## config.mk

```make
export PLATFORM = sky130hd
export DESIGN_NAME = ssof_status
export DESIGN_NICKNAME = d
export VERILOG_FILES = /design/src/common/ssof_pkg.sv /design/src/common/ssof_flag_if.sv /design/src/design/ssof_status.sv /design/src/design/ssof_term_map.sv
export VERILOG_INCLUDE_DIRS = /design/src /design/src/common
export SDC_FILE = /design/constraint.sdc
export NUM_CORES = 1
export LEC_CHECK = 0
export BUFFER_PORTS_ARGS = -buffer_cell sky130_fd_sc_hd__buf_4
export CORE_AREA = 2 2 183 185
export CTS_BUF_LIST = sky130_fd_sc_hd__clkbuf_16
export DETAILED_ROUTE_END_ITERATION = 10
export DIE_AREA = 0 0 185 187
export GPL_TIMING_DRIVEN = 0
export PLACE_DENSITY = 0.76
export SETUP_SLACK_MARGIN = 0.5
export SLEW_MARGIN = 20
export SYNTH_ARGS = -nofsm -noshare
export SYNTH_HDL_FRONTEND = slang
export SYNTH_HIERARCHICAL = 1
export SYNTH_SLANG_ARGS = --single-unit
```

## constraint.sdc

```tcl
create_clock -name MCLK_IN -period 20.8 [get_ports MCLK_IN]
set_clock_uncertainty 0.1 [all_clocks]
set_input_delay 2.08 -clock MCLK_IN [delete_from_list [all_inputs] [get_ports MCLK_IN]]
set_output_delay 2.08 -clock MCLK_IN [all_outputs]
set_load 0.01 [all_outputs]
```

## src/common/ssof_regs.svh

```systemverilog
// constants for the servo status output flag block
// assumes inclusion by bare name from design and test files
`ifndef SSOF_REGS_SVH
`define SSOF_REGS_SVH
`define SSOF_CODE_CYCLE_END_MARK 8'h15
`define SSOF_CODE_HOME 8'h16
`define SSOF_CODE_ZDEV 8'h17
`define SSOF_CODE_ZSPD 8'h18
`define SSOF_CODE_SPDM 8'h19
`define SSOF_CODE_TLIM 8'h1a
`define SSOF_CODE_OLW 8'h1b
`define SSOF_CODE_RDY 8'h1c
`define SSOF_CODE_EDIT 8'h1d
`define SSOF_CODE_FSTOP 8'h0a
`define SSOF_CODE_FREE 8'h36
`define SSOF_CODE_ALM 8'h10
`define SSOF_LAST_ENTRY 7'h63
`define SSOF_SEL_ON 1'b1
`define SSOF_PROTECT_OFF 1'b0
`define SSOF_FIRST_CODE 8'h15
`define SSOF_NUM_FLAGS 9
`endif

```

## src/common/ssof_pkg.sv

```systemverilog
// types for the servo status output flag block
// assumes the constants header is on the include path
package ssof_pkg;
    typedef enum logic [1:0] {
        SSOF_MODE_POS = 2'h0,
        SSOF_MODE_SPD = 2'h1,
        SSOF_MODE_TRQ = 2'h2
    } ssof_mode_e;
    typedef enum logic [1:0] {
        SSOF_SEQ_IDLE = 2'b00,
        SSOF_SEQ_RUN = 2'b01,
        SSOF_SEQ_WAIT = 2'b11
    } ssof_seq_e;
    typedef logic [7:0] ssof_code_t;
endpackage

```

## src/common/ssof_flag_if.sv

```systemverilog
// flag vector passed from flag logic to the terminal mapper
// assumes one clock domain
`timescale 1ns/100ps
interface ssof_flag_if #(parameter int NF = 9);
    logic [NF-1:0] flag;
    modport src (output flag);
    modport dst (input flag);
endinterface

```

## src/design/ssof_status.sv

```systemverilog
// servo status output flags toward the host controller
// assumes all inputs synchronous to MCLK_IN, one control cycle per clock
//
// Overview of operation
// host starts at entry, then steps with zero
// cycle end rises with in-position
// sequencing needs both selects equal 1
// suppress cycle end when sequencing blocked
// cancel and pause keep cycle end state
// entry 99 acts as cycle end
// next start skips continuation entries
// home flag held within detect range
// range 0 or max keeps home flag
// zero deviation within width
// zero speed within range
// speed match within range of command
// speed match off under torque control
// manual jog idle or unreachable blocks match
// command speed clamped to maximum
// torque limit flag at limit
// overload warning self clears
// ready needs stop on, free off, alarm off
// edit response needs no protect and permission
// flag reaches terminal by its code
// cycle end and edit only internal variant
// unassigned flags stay off
// flags registered once per cycle
`timescale 1ns/100ps
`include "ssof_regs.svh"
module ssof_status #(
    parameter int NT = 5,
    parameter int PW = 24,
    parameter int SW = 16,
    parameter bit INTERNAL_DATA = 1'b1
) (
    // clock and reset
    input wire logic MCLK_IN,
    input wire logic RSTN_IN,
    // settings
    input wire logic SEQUENTIAL_START_SELECT_IN,
    input wire logic INTERNAL_DATA_SELECT_IN,
    input wire logic EDIT_PROTECT_SETTING_IN,
    input wire logic [PW-1:0] ZERO_DEVIATION_WIDTH_IN,
    input wire logic [SW-1:0] ZERO_SPEED_RANGE_IN,
    input wire logic [SW-1:0] SPEED_MATCH_RANGE_IN,
    input wire logic [SW-1:0] MAX_ROTATION_SPEED_IN,
    input wire logic [7*SW-1:0] MANUAL_FEED_SPEEDS_IN,
    input wire logic [PW-1:0] HOME_POSITION_VALUE_IN,
    input wire logic [PW-1:0] HOME_DETECT_RANGE_IN,
    input wire logic [7:0] OVERLOAD_WARN_LEVEL_IN,
    input wire logic [NT*8-1:0] TERM_FUNC_CODE_IN,
    // positioning sequence
    input wire logic START_POS_IN,
    input wire logic [6:0] ENTRY_NUM_IN,
    input wire logic CYCLE_END_MARK_IN,
    input wire logic CONTINUATION_MARK_IN,
    input wire logic IN_POSITION_IN,
    input wire logic SERVO_ON_IN,
    input wire logic PULSE_RATIO_IN,
    input wire logic HOMING_ACTIVE_IN,
    input wire logic HOMING_DONE_IN,
    input wire logic OVER_TRAVEL_INPUT_IN,
    input wire logic SOFT_OT_IN,
    // motion measurements
    input wire ssof_pkg::ssof_mode_e CTRL_MODE_IN,
    input wire logic INTERRUPT_POS_IN,
    input wire logic MANUAL_OP_IN,
    input wire logic FORWARD_JOG_COMMAND_IN,
    input wire logic REVERSE_JOG_COMMAND_IN,
    input wire logic [2:0] FEED_SPEED_SEL_IN,
    input wire logic HOST_SPEED_SEL_IN,
    input wire logic [SW-1:0] HOST_SPEED_IN,
    input wire logic DECEL_SLOW_IN,
    input wire logic signed [PW-1:0] CMD_POS_IN,
    input wire logic signed [PW-1:0] FB_POS_IN,
    input wire logic signed [SW-1:0] SPEED_IN,
    input wire logic [SW-1:0] TORQUE_IN,
    input wire logic [SW-1:0] TORQUE_LIMIT_IN,
    input wire logic [7:0] LOAD_FACTOR_IN,
    // ready and edit
    input wire logic FORCED_STOP_INPUT_IN,
    input wire logic FREE_RUN_INPUT_IN,
    input wire logic ALARM_IN,
    input wire logic CPU_OK_IN,
    input wire logic MAIN_POWER_IN,
    input wire logic EDIT_PERMIT_ASSIGNED_IN,
    input wire logic EDIT_PERMIT_IN,
    // outputs
    output logic [NT-1:0] TERM_OUT,
    output logic [SW-1:0] SPEED_CMD_OUT,
    output logic EDIT_ALLOWED_OUT,
    output logic [6:0] NEXT_ENTRY_OUT
);
    import ssof_pkg::*;
    initial begin
        if (NT < 1 || PW < 8 || SW < 4) begin
            $error("ssof_status: bad parameters");
        end
    end
    ssof_flag_if #(.NF(`SSOF_NUM_FLAGS)) fl ();
    ssof_seq_e state;
    ssof_seq_e next_state;
    logic cycle_end_mark;
    logic home_done;
    logic [6:0] next_entry;
    logic [`SSOF_NUM_FLAGS-1:0] flag;

    // sequencing enable
    wire seq_en = INTERNAL_DATA &&
        SEQUENTIAL_START_SELECT_IN == `SSOF_SEL_ON &&
        INTERNAL_DATA_SELECT_IN == `SSOF_SEL_ON;
    // blocking conditions
    wire seq_block = !SERVO_ON_IN || PULSE_RATIO_IN ||
        HOMING_ACTIVE_IN || OVER_TRAVEL_INPUT_IN || SOFT_OT_IN;
    // zero entry means step onward
    wire step = START_POS_IN && ENTRY_NUM_IN == 7'h00;
    wire start_any = START_POS_IN && seq_en && !seq_block;
    // a step off a continued entry goes one further
    wire [6:0] step_entry = CONTINUATION_MARK_IN ?
        next_entry + 7'h01 : next_entry;
    wire [6:0] start_entry = step ? step_entry : ENTRY_NUM_IN;
    // last entry closes the cycle
    wire last_entry = CYCLE_END_MARK_IN ||
        next_entry == `SSOF_LAST_ENTRY;
    // rise with in-position
    wire cycle_end_mark_hit = state == SSOF_SEQ_WAIT && IN_POSITION_IN &&
        last_entry;

    always_comb begin
        next_state = state;
        case (state)
            SSOF_SEQ_IDLE: begin
                if (start_any) begin
                    next_state = SSOF_SEQ_RUN;
                end
            end
            SSOF_SEQ_RUN: begin
                if (!IN_POSITION_IN) begin
                    next_state = SSOF_SEQ_WAIT;
                end
            end
            SSOF_SEQ_WAIT: begin
                if (IN_POSITION_IN) begin
                    next_state = SSOF_SEQ_IDLE;
                end
            end
            default: next_state = SSOF_SEQ_IDLE;
        endcase
        if (!seq_en || seq_block) begin
            next_state = SSOF_SEQ_IDLE;
        end
    end

    // cancel and pause have no input here, so no effect
    always_ff @(posedge MCLK_IN) begin
        if (!RSTN_IN) begin
            state <= SSOF_SEQ_IDLE;
            next_entry <= 7'h01;
            cycle_end_mark <= 1'b0;
        end else begin
            state <= next_state;
            // skip continued entries
            if (start_any && next_state == SSOF_SEQ_RUN) begin
                next_entry <= start_entry;
            end else if (state == SSOF_SEQ_WAIT && IN_POSITION_IN) begin
                next_entry <= (last_entry && !CONTINUATION_MARK_IN) ?
                    7'h01 : next_entry + 7'h01;
            end else if (state == SSOF_SEQ_IDLE && CONTINUATION_MARK_IN
                         && seq_en) begin
                next_entry <= next_entry + 7'h01;
            end
            // suppressed when blocked; a hit beats a new start
            if (!seq_en || seq_block) begin
                cycle_end_mark <= 1'b0;
            end else if (cycle_end_mark_hit) begin
                cycle_end_mark <= 1'b1;
            end else if (start_any) begin
                cycle_end_mark <= 1'b0;
            end
        end
    end

    // homing done latch
    wire signed [PW:0] hdiff = $signed({FB_POS_IN[PW-1], FB_POS_IN}) -
        $signed({HOME_POSITION_VALUE_IN[PW-1], HOME_POSITION_VALUE_IN});
    wire [PW:0] habs = hdiff[PW] ? -hdiff : hdiff;
    // range 0 or max drops only while homing is active
    wire home_any = HOME_DETECT_RANGE_IN == '0 ||
        HOME_DETECT_RANGE_IN == '1;
    wire home_in = home_any || habs <= {1'b0, HOME_DETECT_RANGE_IN};
    always_ff @(posedge MCLK_IN) begin
        if (!RSTN_IN) begin
            home_done <= 1'b0;
        end else if (HOMING_DONE_IN) begin
            home_done <= 1'b1;
        end else if (HOMING_ACTIVE_IN || !home_in) begin
            home_done <= 1'b0;
        end
    end

    // deviation window
    wire signed [PW:0] dev = $signed({CMD_POS_IN[PW-1], CMD_POS_IN}) -
        $signed({FB_POS_IN[PW-1], FB_POS_IN});
    wire [PW:0] dev_abs = dev[PW] ? -dev : dev;
    wire zdev = dev_abs <= {1'b0, ZERO_DEVIATION_WIDTH_IN};
    // speed magnitude
    wire [SW-1:0] spd_abs = SPEED_IN[SW-1] ? SW'(-SPEED_IN) : SPEED_IN;
    wire zspd = spd_abs <= ZERO_SPEED_RANGE_IN;
    // command speed source
    wire [2:0] fsel = FEED_SPEED_SEL_IN == 3'h0 ? 3'h0 :
        FEED_SPEED_SEL_IN - 3'h1;
    wire [SW-1:0] feed_spd = MANUAL_FEED_SPEEDS_IN[fsel*SW +: SW];
    wire [SW-1:0] raw_cmd = HOST_SPEED_SEL_IN ? HOST_SPEED_IN : feed_spd;
    // clamp to maximum
    wire over_max = raw_cmd > MAX_ROTATION_SPEED_IN;
    wire [SW-1:0] cmd_spd = over_max ? MAX_ROTATION_SPEED_IN : raw_cmd;
    wire [SW:0] sdiff = spd_abs >= cmd_spd ?
        {1'b0, spd_abs} - {1'b0, cmd_spd} : {1'b0, cmd_spd} - {1'b0, spd_abs};
    // mode gating
    wire mode_ok = CTRL_MODE_IN == SSOF_MODE_SPD || HOMING_ACTIVE_IN ||
        (CTRL_MODE_IN == SSOF_MODE_POS && INTERRUPT_POS_IN);
    // manual blocking
    wire man_block = MANUAL_OP_IN && ((!FORWARD_JOG_COMMAND_IN &&
        !REVERSE_JOG_COMMAND_IN) || over_max || DECEL_SLOW_IN);
    wire spdm = mode_ok && !man_block && CTRL_MODE_IN != SSOF_MODE_TRQ &&
        sdiff <= {1'b0, SPEED_MATCH_RANGE_IN};
    // at torque limit
    wire tlim = TORQUE_IN >= TORQUE_LIMIT_IN;
    // level compare only, no reset path
    wire olw = LOAD_FACTOR_IN >= OVERLOAD_WARN_LEVEL_IN;
    // ready conditions
    wire rdy = FORCED_STOP_INPUT_IN && !FREE_RUN_INPUT_IN && !ALARM_IN &&
        CPU_OK_IN && MAIN_POWER_IN;
    // edit permission table
    wire edit = INTERNAL_DATA &&
        EDIT_PROTECT_SETTING_IN == `SSOF_PROTECT_OFF &&
        (!EDIT_PERMIT_ASSIGNED_IN || EDIT_PERMIT_IN);

    // variant gating on cycle end
    // flags registered every cycle
    always_ff @(posedge MCLK_IN) begin
        if (!RSTN_IN) begin
            flag <= '0;
            SPEED_CMD_OUT <= '0;
            EDIT_ALLOWED_OUT <= 1'b0;
        end else begin
            flag <= {edit, rdy, olw, tlim, spdm, zspd, zdev, home_done,
                     cycle_end_mark && INTERNAL_DATA};
            SPEED_CMD_OUT <= cmd_spd;
            EDIT_ALLOWED_OUT <= edit;
        end
    end
    assign fl.flag = flag;
    // host marks follow this value; a lagging copy would skip twice
    assign NEXT_ENTRY_OUT = next_entry;

    // unmatched codes give zero
    ssof_term_map #(.NT(NT), .NF(`SSOF_NUM_FLAGS)) u_map (
        .clk(MCLK_IN),
        .rst_n(RSTN_IN),
        .fl(fl),
        .code(TERM_FUNC_CODE_IN),
        .term(TERM_OUT)
    );
endmodule

```

## src/design/ssof_term_map.sv

```systemverilog
// maps flag vector onto output terminals by function code
// assumes codes are contiguous from the first flag code
`timescale 1ns/100ps
`include "ssof_regs.svh"
module ssof_term_map #(
    parameter int NT = 5,
    parameter int NF = 9
) (
    input wire logic clk,
    input wire logic rst_n,
    ssof_flag_if.dst fl,
    input wire logic [NT*8-1:0] code,
    output logic [NT-1:0] term
);
    import ssof_pkg::*;
    initial begin
        if (NT < 1 || NF != `SSOF_NUM_FLAGS) begin
            $error("ssof_term_map: bad parameters");
        end
    end
    // one register process for the whole vector, one driver per bit
    wire [NT-1:0] sel_v;
    genvar i;
    generate
        for (i = 0; i < NT; i++) begin : g_term
            wire [7:0] c = code[i*8 +: 8];
            wire [7:0] idx = c - `SSOF_FIRST_CODE;
            wire in_rng = (c >= `SSOF_FIRST_CODE) &&
                (idx < 8'(NF));
            // code selects flag
            assign sel_v[i] = in_rng ? fl.flag[idx[3:0]] : 1'b0;
        end
    endgenerate
    // registered terminal
    always_ff @(posedge clk) begin
        if (!rst_n) begin
            term <= '0;
        end else begin
            term <= sel_v;
        end
    end
endmodule

```

# Word level (Yosys, flattened, before mapping)
# Cells that the tools add are included.
# classes
addsub,14
magnitude_cmp,23
n_eq_ne,8
shift,1
muxes,32
bitwise,2
reduce_logical,66
# ops
op,count
$shiftx 112x8->16,1
$le 25x24->1,2
$mux 25,2
$neg 25->25,2
$sub 24x24->25,2
$mux 16,3
$mux 7,6
$ge 8x5->1 const B,5
$lt 8x4->1 const B,5
$sub 8x5->8 const B,5
$sub 16x16->17,2
$ge 16x16->1,2
$logic_and 1x1->1,26
$lt 4x5->1 const B,5
$eq 24x24->1 const B,1
$logic_not 24->1,1
$bmux 1 s4,5
$le 17x16->1,1
$mux 17,1
$gt 16x16->1,1
$le 16x16->1,1
$neg 16->16,1
$logic_or 1x1->1,14
$reduce_and 2->1,6
20 further kinds,46
# word_totals
ff_bits,42
inputBits,440
output_inout_bits,29
word_cells,158

# Longest topological paths before layout
# logic_depth
ltp_word,14
mapped_depth,45
depth_no_buf,40

# Cells and area by module
# The synthesis kept the hierarchy.
# modules_own_cells
mod,n_inst,cells_each,area_each_um2,seq_area_each_um2
ssof_status,1,1647,11484.8,720.7
ssof_term_map,1,142,1203.7,100.1

# Least setup slack after synthesis
# Ideal clock, no wire load.
# synth_timing
path_type,input-to-reg
from,in FEED_SPEED_SEL_IN[1]
to,reg flag[4] (netlist: fl.flag[4])
t_arrival_ns,9.534
required_time_ns,20.605
slack_ns,11.070
path_stages,41
n_path_buf,7
cell_sequence,nor2_1 -> nand2_1 -> nand2_1 -> buf_2 -> buf_2 -> mux2i_1 -> o211ai_1 -> o21ai_0 -> o21ai_0 -> ha_1 -> nor2b_1 -> o21a_1 -> o21a_1 -> o21a_1 -> o21a_1 -> o211ai_1 -> a21oi_1 -> o32ai_1 -> [5 not listed] -> clkbuf_1 -> nand4_1 -> o31ai_1 -> or2_1 -> clkbuf_1 -> clkbuf_1 -> mux2i_1 -> ha_1 -> nor2b_1 -> o21a_1 -> o21a_1 -> o21a_1 -> o21a_1 -> o21a_1 -> o21ai_0 -> o2111ai_1 -> a221o_1 -> a221oi_1
# synth_via
elab_cells_between_ends,19
classes_between,add/sub: 3; order compare: 3; shift: 1; mux: 4; reduce/logical: 8
# synth_lines
element,line,rtl
"start, declared",ssof_status.sv:70,"input wire logic [2:0] FEED_SPEED_SEL_IN,"
$sub 3x1->3 / $logic_not 3->1 (equally long branches),"ssof_status.sv:211, ssof_status.sv:210",
$mux 3 (*),ssof_status.sv:210,wire [2:0] fsel = FEED_SPEED_SEL_IN == 3'h0 ? 3'h0 :
$shiftx 112x8->16 (*),ssof_status.sv:212,wire [SW-1:0] feed_spd = MANUAL_FEED_SPEEDS_IN[fsel*SW +: SW];
$mux 16 (*),ssof_status.sv:213,wire [SW-1:0] raw_cmd = HOST_SPEED_SEL_IN ? HOST_SPEED_IN : feed_spd;
$gt 16x16->1,ssof_status.sv:215,wire over_max = raw_cmd > MAX_ROTATION_SPEED_IN;
$mux 16 (*),ssof_status.sv:216,wire [SW-1:0] cmd_spd = over_max ? MAX_ROTATION_SPEED_IN : raw_cmd;
via cmd_spd[11],ssof_status.sv:216,
$sub 16x16->17 / $ge 16x16->1 (equally long branches),"ssof_status.sv:218, ssof_status.sv:217",
$mux 17 (*),ssof_status.sv:217,wire [SW:0] sdiff = spd_abs >= cmd_spd ?
$le 17x16->1 (not written as such) (*),ssof_status.sv:226,"sdiff <= {1'b0, SPEED_MATCH_RANGE_IN};"
$logic_and 1x1->1 (*),ssof_status.sv:225,wire spdm = mode_ok && !man_block && CTRL_MODE_IN != SSOF_MODE_TRQ &&
"end signal, assigned",ssof_status.sv:247,"flag <= {edit, rdy, olw, tlim, spdm, zspd, zdev, home_done,"
"end, declared",ssof_status.sv:106,logic [`SSOF_NUM_FLAGS-1:0] flag;
# The timed path passes the listed nets; every way through them passes the cells marked *.
# A chain may end at the register's enable or synchronous reset.

# Final worst setup path
# layout_timing
from,in FEED_SPEED_SEL_IN[0]
to,reg flag[4] (netlist: fl.flag[4])
# The elaborated chain is that of the path after synthesis.

==> impl_metrics.env <==
export IMPL_status="finished clean"
export IMPL_grt_usage=0.272
export IMPL_cp_num_buf_inv=9
export IMPL_clockBufferDepth=2
export IMPL_clkTransAtPathRegs_ns=0.07
export IMPL_p_leak_uw=0.00870
export IMPL_routedWlPerCell_um=18.0
export IMPL_met2_length_um=23000
export IMPL_dpl_hpwl_um=43000
export IMPL_num_io_pins=469
export IMPL_drcViolationCount=0
export IMPL_crit_type="in2reg"
export IMPL_tns_ns=0
export IMPL_r2r_start="NEXT_ENTRY_OUT[1]$_SDFFE_PN0P_"
export IMPL_switching_share=0.477
export IMPL_regToRegSetupSlack_ns=18.15
export IMPL_clockRootBuffer="clkbuf_16"
export IMPL_synth_edf_count=0
export IMPL_grt_pass1_wl_um=75000
export IMPL_critPathMaxFanout=10
export IMPL_wirelength_um=48800
export IMPL_start_util=0.386
export IMPL_dr_total_vias=14700
export IMPL_cp_end_kind="register"
export IMPL_syn_nets=2450
export IMPL_synth_top_cell_area_share=0.214
export IMPL_ant_nets=0
export IMPL_wl_met1_um=21200
export IMPL_cts_tree="built"
export IMPL_viasPerCell=5.43
export IMPL_max_stage_delay_ns=0.55
export IMPL_synth_commonest_cells="inv_1, ha_1, nand2_1, a21oi_1, nor2_1"
export IMPL_synthArstFlopShare=0
export IMPL_ctsResizeCount=0
export IMPL_seqPwrFrac=0.109
export IMPL_ys_seq_area_frac=0.0647
export IMPL_synthCells=1789
export IMPL_rsz0062_at_grt="no"
export IMPL_cp_start_kind="primary input"
export IMPL_worst_slew_pin_slew_ns=0.929
export IMPL_finalCriticalPeriod_ns=11.96
export IMPL_ys_types=95
export IMPL_finalCritPeriodShare=0.575
export IMPL_row_count=67
export IMPL_cts_max_level=2
export IMPL_grt_pass1_vias=14400
export IMPL_die_w_um=185
export IMPL_slew_headroom=0.379
export IMPL_drive_gt1_frac=0.242
export IMPL_cp_slowest_cell="clkbuf_1"
export IMPL_synthesis_area_mm2=0.0127
export IMPL_area_growth_pct=33.4
export IMPL_clkLatencyLatePin_ns=0.30
export IMPL_fp_dieArea_mm2=0.0346
export IMPL_crit_required_ns=20.87
export IMPL_die_y_um=187
export IMPL_crit_top_cell="o21a_1"
export IMPL_p_int_uw=429
export IMPL_yosysMostFrequentCell="inv_1"
export IMPL_yosys_area_top_type="ha_1"
export IMPL_antenna_found_initial=3
export IMPL_maxCapViolations=0
export IMPL_ys_top_cells_by_area="ha_1, inv_1, dfxtp_1, xnor2_1, a21oi_1"
export IMPL_final_hold_viol_count=0
export IMPL_power_density_mw_per_mm2=48.5
export IMPL_regArea_um2=821
export IMPL_portBuffers=467
export IMPL_min_from="cycle_end_mark$_SDFFE_PP0P_"
export IMPL_yosysWarnings=6
export IMPL_gr_total_overflow=0
export IMPL_num_nets_final=2924
export IMPL_postSynthAreaPerCell_um2=7.09
export IMPL_p_total_uw=821
export IMPL_timing_fmax_ghz=0.0836
export IMPL_met3_length_um=3040
export IMPL_synthFlopType="dfxtp_1"
export IMPL_combPwrFrac=0.773
export IMPL_cp_startpoint="FEED_SPEED_SEL_IN[0]"
export IMPL_cts_setup_buffers=0
export IMPL_top_layer="met5"
export IMPL_first_pass_iters=5
export IMPL_cts_inserted_buffers=5
export IMPL_peakVddDrop_uv=37.5
export IMPL_hp_class="reg2reg"
export IMPL_ys_seq_elements=41
export IMPL_fillers=3283
export IMPL_setup_viol_count_final=0
export IMPL_p_switching_uw=392
export IMPL_initialDrtViolationCount=917
export IMPL_path_delay_family="compound AO/OA/AOI/OAI gates"
export IMPL_grt_max_degree=15
export IMPL_cp_arrival_ns=12.02
export IMPL_cts_sinks=41
export IMPL_final_max_slew_violation_count=0
export IMPL_multi_input_area_mm2=0.0106
export IMPL_gpl_final_weighted_congestion=1.03
export IMPL_clkPwrFrac=0.118
export IMPL_holdBufCountCts=0
export IMPL_coreArea_mm2=0.0329
path summary, 6_finish.rpt:
kind                                         end  depth (start not counted)
setup / recovery           fl.flag[4]$_SDFF_PN0_                         43
hold / removal             fl.flag[0]$_SDFF_PN0_                          1
setup reg to reg  NEXT_ENTRY_OUT[3]$_SDFFE_PN0P_                          9
hold reg to reg            fl.flag[0]$_SDFF_PN0_                          1
routing by layer:
metal	track usage	vias up
met5	0	-
met4	0.0968	2
met3	0.0337	93
met2	0.461	525
met1	0.353	6840
li1	-	7279
metrics by stage:
| step | setup WS (ns) | utilization | hold WS [ns] | cell area, µm² | cells |
|---|---|---|---|---|---|
| global route | 8.14 | 0.515 | 0.395 | 16900 | 2714 |
| global placement | 8.86 | 0.510 | 0.339 | 16800 | 2704 |
| detailed placement | 8.75 | 0.510 | 0.344 | 16800 | 2704 |
| CTS | 9.02 | 0.515 | 0.362 | 16900 | 2712 |
| floorplan | 11.07 | - | 0.331 | 12700 | 1789 |
| finish | 8.84 | 0.515 | 0.358 | 16900 | 2714 |
registers in the layout (all words and copies together), names as in the netlist:
signal / cells
SPEED_CMD_OUT: 16
fl.flag: 8
u_map/term: 5
NEXT_ENTRY_OUT: 7
cycle_end_mark: 1
EDIT_ALLOWED_OUT: 1
home_done: 1
state: 2
power groups by stage:
stage | sequential (µW) | clock [µW] | combinational [µW]
after CTS | 89.1 | 97.3 | 628
after detailed placement | 90.9 | 0 | 625
after global routing | 89.8 | 100 | 710
after floorplan | 91.4 | 0 | 422
final | 89.2 | 96.8 | 635
after global placement | 90.8 | 0 | 605
cells in the final DEF, fill, tap and decap left out, types with 9 or more instances in the layout:
cell type / netlist / layout
mux2i_1: 47 / 47
a311oi_1: 12 / 12
xor2_1: 41 / 41
dfxtp_1: 41 / 41
a21o_1: 47 / 47
buf_2: 11 / 11
nand3_1: 37 / 37
nand2b_1: 23 / 23
ha_1: 217 / 217
nor2b_1: 26 / 26
nand2_1: 150 / 150
and2_1: 9 / 9
o21bai_1: 12 / 12
a211oi_1: 10 / 10
o21a_1: 30 / 30
clkbuf_1: 41 / 41
o21ai_0: 110 / 110
mux4_2: 15 / 15
a21oi_1: 131 / 131
o21ai_1: 11 / 11
nor3_1: 20 / 20
buf_4: 1 / 468
xnor2_1: 82 / 82
nor2_1: 130 / 130
a31oi_1: 18 / 18
nor4_1: 16 / 16
o211ai_1: 15 / 15
and3_1: 21 / 21
inv_1: 257 / 257
nand4_1: 39 / 39
cells by family (layout without fill, tap and decap cells):
family | count (synthesis) | count (layout) | synth area share
flip-flops | 41 | 41 | 0.0647
XOR/XNOR | 125 | 125 | 0.0884
adder cells (fa/ha/maj) | 221 | 221 | 0.220
AO/OA/AOI/OAI | 485 | 485 | 0.248
AND/OR/NAND/NOR | 536 | 536 | 0.214
multiplexers | 66 | 66 | 0.0673
other | 0 | 2 | 0
buffers and inverters | 315 | 790 | 0.0967
cell type report:
class	count	area share
tap	448	0.0331
clock inverter	3	0.00273
multi-input combinational	1433	0.628
buffer	58	0.0155
antenna	2	0.000296
clock buffer	5	0.00739
timing repair buffer	467	0.207
inverter	257	0.0570
sequential	41	0.0485
No activity file was read; power rests on OpenSTA's default activity.
